**config.mk**
```make
export PLATFORM = sky130hd
export DESIGN_NAME = fan_mon
export DESIGN_NICKNAME = d
export VERILOG_FILES = /design/src/shared/fan_mon_pkg.sv /design/src/hdl/fan_mon.sv
export SDC_FILE = /design/constraint.sdc
export NUM_CORES = 1
export LEC_CHECK = 0
export BUFFER_PORTS_ARGS = -buffer_cell sky130_fd_sc_hd__buf_2
export CORE_UTILIZATION = 51
export DETAILED_ROUTE_END_ITERATION = 8
export HOLD_SLACK_MARGIN = 0.08
export PLACE_DENSITY = 0.77
export SETUP_SLACK_MARGIN = 0.3
export SYNTH_ARGS = -nofsm -noshare
export SYNTH_HDL_FRONTEND = slang
export SYNTH_SLANG_ARGS = --single-unit
```
**constraint.sdc**
```tcl
create_clock -name pclk -period 2.9 [get_ports pclk]
set_input_delay 0.145 -clock pclk [delete_from_list [all_inputs] [get_ports pclk]]
set_output_delay 0.145 -clock pclk [all_outputs]
set_load 0.1 [all_outputs]
```
**src/shared/fan_mon_pkg.sv**
```systemverilog
/*
 * fan_mon_pkg: register map, field layout, reset values and timing
 * constants of the fan monitor block.
 * assumes: a 125 MHz register clock and 32-bit APB data.
 */
package fan_mon_pkg;

   // register byte offsets
   localparam logic [7:0] OFS_CONFIG     = 8'h00;
   localparam logic [7:0] OFS_SPEED      = 8'h04;
   localparam logic [7:0] OFS_COUNT_TIME = 8'h08;
   localparam logic [7:0] OFS_TACH       = 8'h0C;
   localparam logic [7:0] OFS_GPIO_DEF   = 8'h10;
   localparam logic [7:0] OFS_GPIO_STAT  = 8'h14;
   localparam logic [7:0] OFS_ALARM_EN   = 8'h18;
   localparam logic [7:0] OFS_ALARM_STAT = 8'h1C;

   // configuration fields
   localparam int CFG_PRESC_LSB = 0;
   localparam int CFG_MODE_LSB  = 4;

   // operating modes in configuration bits 5:4
   localparam logic [1:0] MODE_FULL_ON  = 2'h0;
   localparam logic [1:0] MODE_FULL_OFF = 2'h1;
   localparam logic [1:0] MODE_CLOSED   = 2'h2;
   localparam logic [1:0] MODE_OPEN     = 2'h3;

   // two-bit pin definition codes, pins 0 to 2
   localparam logic [1:0] PDEF_SPECIAL = 2'h1;
   localparam logic [1:0] PDEF_LOW     = 2'h2;
   localparam logic [1:0] PDEF_HIGH    = 2'h3;
   localparam logic [1:0] PDEF_CLK_IN  = 2'h0;

   // alarm bit positions, same in enable and status
   localparam int ALM_MIN_OUT  = 0;
   localparam int ALM_MAX_OUT  = 1;
   localparam int ALM_OVERFLOW = 2;
   localparam int ALM_PIN1_LOW = 3;
   localparam int ALM_PIN2_LOW = 4;

   // reset values
   localparam logic [7:0] RST_CONFIG     = 8'h00;
   localparam logic [7:0] RST_SPEED      = 8'hFF;
   localparam logic [1:0] RST_COUNT_TIME = 2'h2;
   localparam logic [7:0] RST_GPIO_DEF   = 8'hFF;
   localparam logic [4:0] RST_ALARM_EN   = 5'h00;

   // drive codes that raise the output alarms, and the saturating tach count that raises overflow
   localparam logic [7:0] DAC_FULL_VOLT = 8'h00;
   localparam logic [7:0] DAC_ZERO_VOLT = 8'hFF;
   localparam logic [7:0] TACH_MAX      = 8'hFF;

   // timing: register clock, oscillator and count-time unit
   localparam int PCLK_KHZ      = 125000;
   localparam int OSC_KHZ       = 254;
   localparam int OSC_HALF_CYC  = PCLK_KHZ / (2 * OSC_KHZ);
   localparam int COUNT_UNIT_MS = 250;
   localparam int COUNT_UNIT_CYC = COUNT_UNIT_MS * PCLK_KHZ;

   // open-drain drive of the five general-purpose pins
   typedef struct packed {
      logic [4:0] o;
      logic [4:0] oe;
   } gp_drive_t;

endpackage

```
**src/hdl/fan_mon.sv**
```systemverilog
/*
 * fan_mon: tachometer counter, general-purpose pins, clock sync pin and
 * alarm logic of a fan-speed controller, with an APB register slave.
 * assumes: pins and the external clock are asynchronous and are
 * synchronised here; the drive code comes from regulation logic on pclk.
 */
`timescale 1ns/1ps
module fan_mon #(
   parameter int UNIT_CYC = fan_mon_pkg::COUNT_UNIT_CYC,
   parameter int OSC_HALF = fan_mon_pkg::OSC_HALF_CYC
) (
   // clock and reset
   input  wire logic                   pclk,
   input  wire logic                   presetn,
   // apb slave
   input  wire logic                   psel,
   input  wire logic                   penable,
   input  wire logic                   pwrite,
   input  wire logic [7:0]             paddr,
   input  wire logic [31:0]            pwdata,
   output logic      [31:0]            prdata,
   output logic                        pready,
   output logic                        pslverr,
   // fan side
   input  wire logic                   fan_pulse_in0,
   input  wire logic [7:0]             dac_code,
   output logic      [1:0]             fan_mode,
   output logic                        closed_loop,
   output logic      [7:0]             speed_target,
   output logic      [2:0]             loop_prescaler,
   output logic                        fan_clk_tick,
   // general-purpose pins
   input  wire logic [4:0]             gp_pin_in,
   output fan_mon_pkg::gp_drive_t      gp_drive,
   output logic                        alert_n
);
   import fan_mon_pkg::*;

   // refuse settings that the interval and oscillator counters cannot hold
   if (UNIT_CYC < 2 || OSC_HALF < 1 || OSC_HALF > 65536) begin : g_param_check
      $error("fan_mon: UNIT_CYC must be >= 2 and OSC_HALF in 1..65536");
   end

   logic [7:0]  config_reg;
   logic [7:0]  speed_reg;
   logic [1:0]  count_time_reg;
   logic [7:0]  tach_reg;
   logic [7:0]  gpio_def_reg;
   logic [4:0]  alarm_en_reg;
   logic [4:0]  alarm_stat_reg;
   logic [4:0]  alarm_stat_next;
   logic [4:0]  pin_meta_reg;
   logic [4:0]  pin_reg;
   logic [1:0]  tach_sync_reg;
   logic        tach_prev_reg;
   logic [7:0]  pulse_cnt_reg;
   logic [33:0] interval_cnt_reg;
   logic [33:0] interval_len;
   logic [15:0] osc_cnt_reg;
   logic        osc_clk_reg;
   logic        clk_prev_reg;
   logic        full_on;
   logic        wr_en;
   logic        rd_en;
   logic        addr_ok;
   logic [4:0]  alarm_cond;
   logic        tach_edge;
   logic        interval_end;
   logic        sel_clk;

   // apb handshake: every access completes in its first access cycle
   assign pready  = 1'b1;
   assign wr_en   = psel && penable && pwrite;
   assign rd_en   = psel && penable && !pwrite;

   // address decode
   always_comb begin
      case (paddr)
         OFS_CONFIG, OFS_SPEED, OFS_COUNT_TIME, OFS_TACH,
         OFS_GPIO_DEF, OFS_GPIO_STAT, OFS_ALARM_EN, OFS_ALARM_STAT: addr_ok = 1'b1;
         default: addr_ok = 1'b0;
      endcase
   end
   assign pslverr = psel && penable && !addr_ok;

   // read data mux, unmapped reads return zero
   always_comb begin
      case (paddr)
         OFS_CONFIG:     prdata = {24'h000000, config_reg};
         OFS_SPEED:      prdata = {24'h000000, speed_reg};
         OFS_COUNT_TIME: prdata = {30'h00000000, count_time_reg};
         OFS_TACH:       prdata = {24'h000000, tach_reg};
         OFS_GPIO_DEF:   prdata = {24'h000000, gpio_def_reg};
         OFS_GPIO_STAT:  prdata = {27'h0000000, pin_reg};
         OFS_ALARM_EN:   prdata = {27'h0000000, alarm_en_reg};
         OFS_ALARM_STAT: prdata = {27'h0000000, alarm_stat_reg};
         default:        prdata = 32'h00000000;
      endcase
   end

   // software-written registers
   always_ff @(posedge pclk or negedge presetn) begin
      if (!presetn) begin
         config_reg     <= RST_CONFIG;
         speed_reg      <= RST_SPEED;
         count_time_reg <= RST_COUNT_TIME;
         gpio_def_reg   <= RST_GPIO_DEF;
         alarm_en_reg   <= RST_ALARM_EN;
      end else if (wr_en) begin
         case (paddr)
            OFS_CONFIG:     config_reg     <= pwdata[7:0];
            OFS_SPEED:      speed_reg      <= pwdata[7:0];
            OFS_COUNT_TIME: count_time_reg <= pwdata[1:0];
            OFS_GPIO_DEF:   gpio_def_reg   <= pwdata[7:0];
            OFS_ALARM_EN:   alarm_en_reg   <= pwdata[4:0];
            default: ;
         endcase
      end
   end

   // two-flop synchronisers for pins and the fan pulse input
   // pins reset high so no pin-low alarm follows reset
   always_ff @(posedge pclk or negedge presetn) begin
      if (!presetn) begin
         pin_meta_reg  <= 5'h1F;
         pin_reg       <= 5'h1F;
         tach_sync_reg <= 2'h0;
         tach_prev_reg <= 1'b0;
      end else begin
         pin_meta_reg  <= gp_pin_in;
         pin_reg       <= pin_meta_reg;
         tach_sync_reg <= {tach_sync_reg[0], fan_pulse_in0};
         tach_prev_reg <= tach_sync_reg[1];
      end
   end
   // prev resets to the idle low level of the pulse input, so no false edge
   assign tach_edge = tach_sync_reg[1] && !tach_prev_reg;

   // interval length doubles per count-time step
   assign interval_len = 34'(UNIT_CYC) << count_time_reg;
   assign interval_end = (interval_cnt_reg >= interval_len - 34'h000000001);

   // raw pulse counter, saturating, prescaler not involved
   always_ff @(posedge pclk or negedge presetn) begin
      if (!presetn) begin
         interval_cnt_reg <= 34'h000000000;
         pulse_cnt_reg    <= 8'h00;
         tach_reg         <= 8'h00;
      end else if (interval_end) begin
         interval_cnt_reg <= 34'h000000000;
         tach_reg         <= pulse_cnt_reg;
         pulse_cnt_reg    <= 8'h00;
      end else begin
         interval_cnt_reg <= interval_cnt_reg + 34'h000000001;
         if (tach_edge && pulse_cnt_reg != TACH_MAX) begin
            pulse_cnt_reg <= pulse_cnt_reg + 8'h01;
         end
      end
   end

   // internal oscillator derived from pclk
   always_ff @(posedge pclk or negedge presetn) begin
      if (!presetn) begin
         osc_cnt_reg <= 16'h0000;
         osc_clk_reg <= 1'b0;
      end else if (osc_cnt_reg >= 16'(OSC_HALF - 1)) begin
         osc_cnt_reg <= 16'h0000;
         osc_clk_reg <= !osc_clk_reg;
      end else begin
         osc_cnt_reg <= osc_cnt_reg + 16'h0001;
      end
   end

   // fan clock source: external clock on pin 2 or the oscillator
   // a source change may give one stray tick; let the clock settle after it
   assign sel_clk = (gpio_def_reg[5:4] == PDEF_CLK_IN) ? pin_reg[2] : osc_clk_reg;
   always_ff @(posedge pclk or negedge presetn) begin
      if (!presetn) begin
         clk_prev_reg <= 1'b0;
         fan_clk_tick <= 1'b0;
      end else begin
         clk_prev_reg <= sel_clk;
         fan_clk_tick <= sel_clk && !clk_prev_reg;
      end
   end

   // full-on override and effective mode
   assign full_on = (gpio_def_reg[3:2] == PDEF_SPECIAL) && !pin_reg[1];
   always_ff @(posedge pclk or negedge presetn) begin
      if (!presetn) begin
         fan_mode       <= MODE_FULL_ON;
         closed_loop    <= 1'b0;
         speed_target   <= RST_SPEED;
         loop_prescaler <= 3'h0;
      end else begin
         fan_mode       <= full_on ? MODE_FULL_ON : config_reg[CFG_MODE_LSB +: 2];
         closed_loop    <= !full_on && config_reg[CFG_MODE_LSB +: 2] == MODE_CLOSED;
         speed_target   <= speed_reg;
         loop_prescaler <= config_reg[CFG_PRESC_LSB +: 3];
      end
   end

   // live alarm conditions, at their enable bit positions
   always_comb begin
      alarm_cond               = 5'h00;
      alarm_cond[ALM_MIN_OUT]  = (dac_code == DAC_FULL_VOLT);
      alarm_cond[ALM_MAX_OUT]  = (dac_code == DAC_ZERO_VOLT);
      alarm_cond[ALM_OVERFLOW] = (tach_reg == TACH_MAX);
      alarm_cond[ALM_PIN1_LOW] = !pin_reg[1];
      alarm_cond[ALM_PIN2_LOW] = !pin_reg[2];
   end

   // sticky status; a read reloads it from the live causes, so set wins
   always_comb begin
      if (rd_en && paddr == OFS_ALARM_STAT) begin
         alarm_stat_next = alarm_cond & alarm_en_reg;
      end else begin
         alarm_stat_next = alarm_stat_reg | (alarm_cond & alarm_en_reg);
      end
   end
   always_ff @(posedge pclk or negedge presetn) begin
      if (!presetn) begin
         alarm_stat_reg <= 5'h00;
      end else begin
         alarm_stat_reg <= alarm_stat_next;
      end
   end

   // alert from enabled status bits only, so disabling releases it
   always_ff @(posedge pclk or negedge presetn) begin
      if (!presetn) begin
         alert_n <= 1'b1;
      end else begin
         alert_n <= !(|(alarm_stat_next & alarm_en_reg));
      end
   end

   // open-drain pin drive: oe high pulls the pin low
   always_ff @(posedge pclk or negedge presetn) begin
      if (!presetn) begin
         gp_drive <= '{o: 5'h00, oe: 5'h00};
      end else begin
         gp_drive.o     <= 5'h00;
         gp_drive.oe[0] <= (gpio_def_reg[1:0] == PDEF_LOW) ||
                           (gpio_def_reg[1:0] == PDEF_SPECIAL &&
                            (|(alarm_stat_next & alarm_en_reg)));
         gp_drive.oe[1] <= (gpio_def_reg[3:2] == PDEF_LOW);
         gp_drive.oe[2] <= (gpio_def_reg[5:4] == PDEF_LOW) ||
                           (gpio_def_reg[5:4] == PDEF_SPECIAL && !osc_clk_reg);
         gp_drive.oe[3] <= !gpio_def_reg[6];
         gp_drive.oe[4] <= !gpio_def_reg[7];
      end
   end

   // checks
   AST_PIN0_LOW: assert property (@(posedge pclk) disable iff (!presetn)
      gpio_def_reg[1:0] == PDEF_LOW |=> gp_drive.oe[0])
      else $error("pin 0 not driven low");
   AST_PIN3_HIGH: assert property (@(posedge pclk) disable iff (!presetn)
      gpio_def_reg[6] |=> !gp_drive.oe[3])
      else $error("pin 3 not released");
   AST_ALERT_LATCH: assert property (@(posedge pclk) disable iff (!presetn)
      !alert_n && !rd_en && $stable(alarm_en_reg) |=> !alert_n)
      else $error("alert dropped without a status read");
   AST_ALERT_FIRE: assert property (@(posedge pclk) disable iff (!presetn)
      |(alarm_cond & alarm_en_reg) |=> !alert_n)
      else $error("enabled alarm did not assert alert");
   AST_DISABLE: assert property (@(posedge pclk) disable iff (!presetn)
      alarm_en_reg == 5'h00 |=> alert_n)
      else $error("alert active with all alarms disabled");
   AST_READ_KEEP: assert property (@(posedge pclk) disable iff (!presetn)
      rd_en && paddr == OFS_ALARM_STAT && |(alarm_cond & alarm_en_reg) |=> !alert_n)
      else $error("read released alert while cause persists");
   AST_SATURATE: assert property (@(posedge pclk) disable iff (!presetn)
      pulse_cnt_reg == TACH_MAX && !interval_end |=> pulse_cnt_reg == TACH_MAX)
      else $error("pulse counter wrapped");
   AST_FULL_ON: assert property (@(posedge pclk) disable iff (!presetn)
      full_on |=> fan_mode == MODE_FULL_ON && !closed_loop)
      else $error("full-on override ignored");
   AST_TACH_LOAD: assert property (@(posedge pclk) disable iff (!presetn)
      interval_end |=> tach_reg == $past(pulse_cnt_reg))
      else $error("tach count not captured at interval end");
   AST_DAC_MIN: assert property (@(posedge pclk) disable iff (!presetn)
      dac_code == DAC_FULL_VOLT && alarm_en_reg[ALM_MIN_OUT] |=> alarm_stat_reg[ALM_MIN_OUT])
      else $error("minimum output alarm missed");

   // alarm sources, pin modes and loop mode
   AST_DAC_MAX: assert property (@(posedge pclk) disable iff (!presetn)
      dac_code == DAC_ZERO_VOLT && alarm_en_reg[ALM_MAX_OUT] |=> alarm_stat_reg[ALM_MAX_OUT])
      else $error("maximum output alarm missed");
   AST_OVERFLOW: assert property (@(posedge pclk) disable iff (!presetn)
      tach_reg == TACH_MAX && alarm_en_reg[ALM_OVERFLOW] |=> alarm_stat_reg[ALM_OVERFLOW])
      else $error("overflow alarm missed");
   AST_PIN1_ALARM: assert property (@(posedge pclk) disable iff (!presetn)
      !pin_reg[1] && alarm_en_reg[ALM_PIN1_LOW] |=> alarm_stat_reg[ALM_PIN1_LOW])
      else $error("pin 1 low alarm missed");
   AST_PIN2_ALARM: assert property (@(posedge pclk) disable iff (!presetn)
      !pin_reg[2] && alarm_en_reg[ALM_PIN2_LOW] |=> alarm_stat_reg[ALM_PIN2_LOW])
      else $error("pin 2 low alarm missed");
   AST_ALERT_PIN: assert property (@(posedge pclk) disable iff (!presetn)
      gpio_def_reg[1:0] == PDEF_SPECIAL |=> gp_drive.oe[0] == !alert_n)
      else $error("pin 0 does not follow the alert");
   AST_CLOSED_LOOP: assert property (@(posedge pclk) disable iff (!presetn)
      config_reg[CFG_MODE_LSB +: 2] == MODE_CLOSED && !full_on |=> closed_loop)
      else $error("closed loop not selected");
   AST_CLK_OUT: assert property (@(posedge pclk) disable iff (!presetn)
      gpio_def_reg[5:4] == PDEF_SPECIAL |=> gp_drive.oe[2] == !$past(osc_clk_reg))
      else $error("pin 2 does not carry the oscillator");
   AST_PIN4_HIGH: assert property (@(posedge pclk) disable iff (!presetn)
      gpio_def_reg[7] |=> !gp_drive.oe[4])
      else $error("pin 4 not released");

   COV_ALERT: cover property (@(posedge pclk) disable iff (!presetn) $fell(alert_n));
   COV_CLEAR: cover property (@(posedge pclk) disable iff (!presetn) $rose(alert_n));
   COV_OVF: cover property (@(posedge pclk) disable iff (!presetn) tach_reg == TACH_MAX);
   COV_FULLON: cover property (@(posedge pclk) disable iff (!presetn) full_on);
   COV_CLK_IN: cover property (@(posedge pclk) disable iff (!presetn)
      fan_clk_tick && gpio_def_reg[5:4] == PDEF_CLK_IN);

endmodule

```
# Yosys cells after proc, flatten, opt, wreduce, memory -nomap -nowiden
# Memory sizes are Yosys's and may differ from the RTL's.
# Index checks and enable logic that the tools add are counted.
# W data, S select, Z words.
# word_totals
reg_bits	138
mem_bits_ro	32
in_bits	59
out_inout_bits	60
elab_cells	96
memories	1
# mem_list
memory	depth	word_bits	rd	rd_clocked_by_memory_dff	wr	line	source
(name not given)	32	1	1	0	0	fan_mon.sv:78	case (paddr)
# classes
add_sub_neg	4
order_cmp	2
n_eq_ne	17
shift	1
mux	9
bitwise	3
n_reduce_logical	36
# ops
operator	n
$pmux W8 S8	1
$add A34 B1 Y34 const B	1
$ge A34 B34 Y1	1
$mux W34	1
$shl A25 B2 Y34 const A	1
$sub A34 B1 Y34 const B	1
$eq A8 B5 Y1 const B	4
$add A16 B1 Y16 const B	1
$eq A8 B4 Y1 const B	2
$eq A8 B8 Y1 const B	2
$ge A16 B8 Y1 const B	1
$logic_not A8 Y1	2
$mux W16	1
$mux W8	2
$logic_and A1 B1 Y1	12
$logic_not A1 Y1	11
$and A5 B5 Y5	2
$reduce_and A2 Y1	5
$add A8 B1 Y8 const B	1
$eq A2 B2 Y1 const B	4
$eq A8 B3 Y1 const B	1
$ne A8 B8 Y1 const B	1
$eq A2 B1 Y1 const B	3
$mux W5	1
8 further kinds	10

# Longest topological paths before layout
# logic_depth
ltp_word	8
mapped_depth	15
ltp_nobuf	13

# Worst setup path before layout
# Ideal clock, no wire load.
# synth_path
path_kind	reg2reg
from	register count_time_reg[1]
to	register tach_reg[3]
setup_ns	0.125
arrival_ns	2.969
required_ns	2.775
setup_slack_ns	-0.194
stages_incl_launch_ff	14
n_path_buf	1
period_less_slack_ns	3.094
cell_sequence	dfstp_2 -> inv_1 -> ha_1 -> nor4_1 -> nand2_1 -> xnor2_1 -> ha_1 -> nand4_1 -> nor3_1 -> a32oi_1 -> o211ai_1 -> a21o_4 -> buf_8 -> mux2_4
# synth_via
elab_chain_cells	3
# synth_rtl
element	line	source
start: declaration	fan_mon.sv:46	logic [1:0] count_time_reg;
start signal: assignment	fan_mon.sv:113	OFS_COUNT_TIME: count_time_reg <= pwdata[1:0];
$shl A25 B2 Y34	fan_mon.sv:140	assign interval_len = 34'(UNIT_CYC) << count_time_reg;
$sub A34 B1 Y34	fan_mon.sv:141	assign interval_end = (interval_cnt_reg >= interval_len - 34'h000000001);
$ge A34 B34 Y1	fan_mon.sv:141	
end signal: assignment	fan_mon.sv:151	tach_reg <= pulse_cnt_reg;
end: declaration	fan_mon.sv:47	logic [7:0] tach_reg;
# No other way between the ends.
# A chain may end at the register's enable or synchronous reset.

# Final worst setup path
# layout_path
from	register count_time_reg[1]
to	register tach_reg[7]
# The elaborated chain is that of the path after synthesis.

==> metrics.log <==
INFO  metric cpLargestDelayFamily = simple AND/OR/NAND/NOR gates
INFO  metric cts-root-buf = clkbuf_16
INFO  metric top_signal_layer_used = met4
INFO  metric total_power = 4740 uW
INFO  metric route.detailed.wl_per_inst = 16.8 microns
INFO  metric critical_path.startpoint_type = flip-flop
INFO  metric critical_path_required = about 3.2 ns
INFO  metric seq_power_share = 44.6%
INFO  metric cp_slowest_stage_delay = between 0.5 and 0.6 ns
INFO  metric tritoncts = done
INFO  metric final-max-slew-violation-count = 0
INFO  metric diodes = 0
INFO  metric violations = setup timing
INFO  metric firstDrtPassIters = 8
INFO  metric sequential_fraction_of_the_synthesis_area = between 50 and 60%
INFO  metric rsz0062_at_grt = yes
INFO  metric initial_utilization = between 50% and 60%
INFO  metric first_global_vias = 5204
INFO  metric peakVddDrop = 0.477 mV
INFO  metric max-slew-margin-rel = 48.5%
INFO  metric synthFlopType = dfrtp_1
INFO  metric timing.critical_path.arrival = ~3.4 ns
INFO  metric endpoint_kind = flip-flop
INFO  metric ctsHtreeMaxLevel = 4
INFO  metric cells_traversed_along_the_worst_timing_path = inv_6 > ha_4 > nor3_4 > buf_4 > nand2_1 > xnor2_2 > ha_1 > nand4_1 > nor3_2 > a32oi_1 > o211ai_1 > a21o_4 > mux2_2
INFO  metric routed-wl-met2 = 7690 microns
INFO  metric die_x = 118 microns
INFO  metric syn_area = 6850 sq um
INFO  metric synth_async_sr_flop_share = 100%
INFO  metric power_switching = 1370 uW
INFO  metric drive_gt1_share = a little under a third
INFO  metric post-route-min-period = 3.10 ns
INFO  metric io_pins = ~120
INFO  metric worstSetupPathType = flip-flop to flip-flop
INFO  metric number_of_vias_per_cell_after_detailed_routing = 5.48
INFO  metric placeableCoreArea = 12900 sq um
INFO  metric num_clock_sinks = 138
INFO  metric globalRoute.totalOverflow = 0
INFO  metric min-delay-path-class = input pin to flip-flop
INFO  metric post_synthesis_cells = between 600 and 700
INFO  metric timing.final.hold_violations = 0
INFO  metric worstSkewPairLatency = 0.43 ns
INFO  metric worst_setup_hold_path_clk_slew = ~0.06 ns
INFO  metric design.final.nets = roughly 840
INFO  metric pwr_density_cell = 562 nW/um^2
INFO  metric buffer_ports.inserted = 64
INFO  metric global_route_wire_length_before_repair = 25400 microns
INFO  metric global_route.usage.total = 23.4%
INFO  metric gp_congestion = a little over 0.9
INFO  metric cts-buffers-inserted = 17
INFO  metric fp.dieArea = 13900 sq um
INFO  metric clockBufferDepth = 2
INFO  metric worst_case_setup_slack_after_placement = -0.0548 ns
INFO  metric wl_met1 = 6480 microns
INFO  metric antenna_found_initial = 0
INFO  metric p_comb_share = 10.4%
INFO  metric fp.dieH = 118 microns
INFO  metric rows = between 40 and 50
INFO  metric largest_register_ffs = 34
INFO  metric detailroute.via_count = between 5000 and 6000
INFO  metric fmaxAchievable = between 0.3 and 0.4 GHz
INFO  metric worstMarginPinSlew = 0.772 ns
INFO  metric detail_route.iter0.violations = 407
INFO  metric setup_viol = 50
INFO  metric synth-edff-count = 0
INFO  metric place_hpwl = 10100 microns
INFO  metric intPower = 3370 uW
INFO  metric synth_seq_cells = 138
INFO  metric sequential_cell_area = 3500 sq um
INFO  metric sw_share = 28.9%
INFO  metric yosys_warnings = 0
INFO  metric totalWireLength = 15500 microns
INFO  metric route.antenna.remaining_nets = 0
INFO  metric cap_violations = 0
INFO  metric finalWorstSetupSlack = -0.196 ns
INFO  metric multiInputGateArea = 3270 sq um
INFO  metric status = finished, violations left
INFO  metric power.share.clock = approximately 45%
INFO  metric crit_path_max_fanout = 6
INFO  metric fillerInstances = 926
INFO  metric post_synth_num_cell_types = 53
INFO  metric area_delta_synth_final = 22.9%
INFO  metric timing.critical_path.buf_inv = 2
INFO  metric route.detailed.drc = 0
INFO  metric power.leakage = between 0.004 and 0.005 uW
INFO  metric fin_crit_sh = 107%
INFO  metric wl_met3 = 914 microns
INFO  metric crit_slowest_cell = dfstp_2
INFO  metric mean_syn_cell_area = 11.3 sq um
INFO  metric worst_clock_skew = 0.0105 ns
INFO  metric pin_count_of_the_biggest_net_entering_global_routing = 88
-- metal layers --
layer  vias up  track usage, %
met1      2490            28.9
li1       2321               -
met4         0            9.54
met5         -               0
met3        48            6.54
met2       188            38.8
-- layout make-up --
| class | instances | share of cell area (%) |
|---|---|---|
| timing repair buffer | 108 | 9.03 |
| clock buffer | 17 | 5.05 |
| sequential | 138 | 41.5 |
| inverter | 24 | 1.16 |
| tap | 172 | 2.55 |
| clock inverter | 15 | 1.90 |
| multi-input combinational | 447 | 38.8 |
-- power groups by stage --
stage	Combinational [uW]	Clock, uW	Sequential [uW]
detailed placement	463	0	2140
floorplan	343	0	2160
CTS	488	2160	2110
global placement	448	0	2130
global route	534	2250	2120
finish	491	2130	2110
-- per-stage QoR --
stage	hold WS (ns)	instances	area [sq um]	utilization, %	TNS [ns]
final	0.183	921	8420	65.4	-6.53
after floorplan	-0.151	649	7060	-	0
after global routing	0.180	921	8420	65.4	-12.25
after detailed placement	0.251	858	7410	57.5	-0.932
after global placement	0.238	858	7410	57.5	0
after CTS	0.128	918	8350	64.8	-1.58
-- logic make-up (layout without fill, tap and decap cells) --
group / after synthesis / in the layout / synth area share [%]
compound gates: 56 / 57 / 6.37
other cells: 2 / 42 / 0.110
fa+ha+maj: 42 / 42 / 7.67
simple gates: 216 / 216 / 15.7
flops: 138 / 138 / 51.0
xor+xnor: 47 / 47 / 6.01
buf+inv: 65 / 164 / 5.84
mux: 43 / 43 / 7.23
-- path summary, 6_finish.rpt --
kind | startpoint | end | slack, ns | cells past startpoint
max in group asynchronous | presetn | pin_meta_reg[2] | 1.80 | 3
min in group asynchronous | presetn | osc_cnt_reg[0] | 0.35 | 2
worst min-delay path | dac_code[3] | alarm_stat_reg[1] | 0.18 | 4
worst max register to register | count_time_reg[1] | tach_reg[7] | -0.20 | 13
worst min register to register | tach_sync_reg[0] | tach_sync_reg[1] | 0.35 | 0
worst max-delay path | count_time_reg[1] | tach_reg[7] | -0.20 | 13
-- placed cells by master, fill, tap and decap left out, drive strengths merged, types with 29 or more instances in the layout --
cell type and instances:
nand3 30, ha 42, dfstp 36, xnor2 29, inv 32, buf 91, dfrtp 102, conb 42
nand2 39, nor2 73, mux2 40
-- Yosys cell counts, types with 2 or more instances --
cell,instances,area [sq um]
a211oi_1,2,15.0
a21o_1,6,45.0
a21oi_1,14,70.1
a221oi_1,2,17.5
a222oi_1,8,80.1
a22oi_1,9,67.6
and2_1,2,12.5
and3_1,9,56.3
and4_1,4,35.0
buf_2,2,10.0
buf_4,30,225
buf_6,4,45.0
clkbuf_1,4,15.0
conb_1,2,7.51
dfrtp_1,102,2550
dfstp_2,36,946
ha_1,42,526
inv_1,24,90.1
mux2_2,36,405
mux2_4,4,60.1
mux2i_1,3,30.0
nand2_1,39,146
nand2b_1,6,37.5
nand3_1,30,150
nand3b_1,2,15.0
nand4_1,16,100
nor2_1,71,267
nor2_2,2,12.5
nor2b_1,7,43.8
nor3_1,11,55.1
nor4_1,7,43.8
o211ai_1,2,15.0
o21ai_0,5,25.0
or2_2,2,12.5
xnor2_1,29,254
xor2_1,18,158
-- worst reg2reg max path, delay by kind of cell (launching register included) --
family | cells | cell delay [ns]
adders and majority gates | 2 | 0.46
and+or+nand+nor | 4 | 0.63
buffers and inverters | 2 | 0.22
DFF | 1 | 0.58
xor gates and xnor gates | 1 | 0.15
AOI/OAI and AO/OA | 3 | 0.60
muxes | 1 | 0.35
-- repair_timing --
item                                   CTS  global route
pin swaps                                0             7
setup endpoints to repair               50            50
resized for setup                       16             8
hold buffers                            17             0
buffers inserted                         9             3
cloned                                   2             0
endpoints found under the hold margin  113             0
Note: power is estimated with default switching activity, not from simulation.
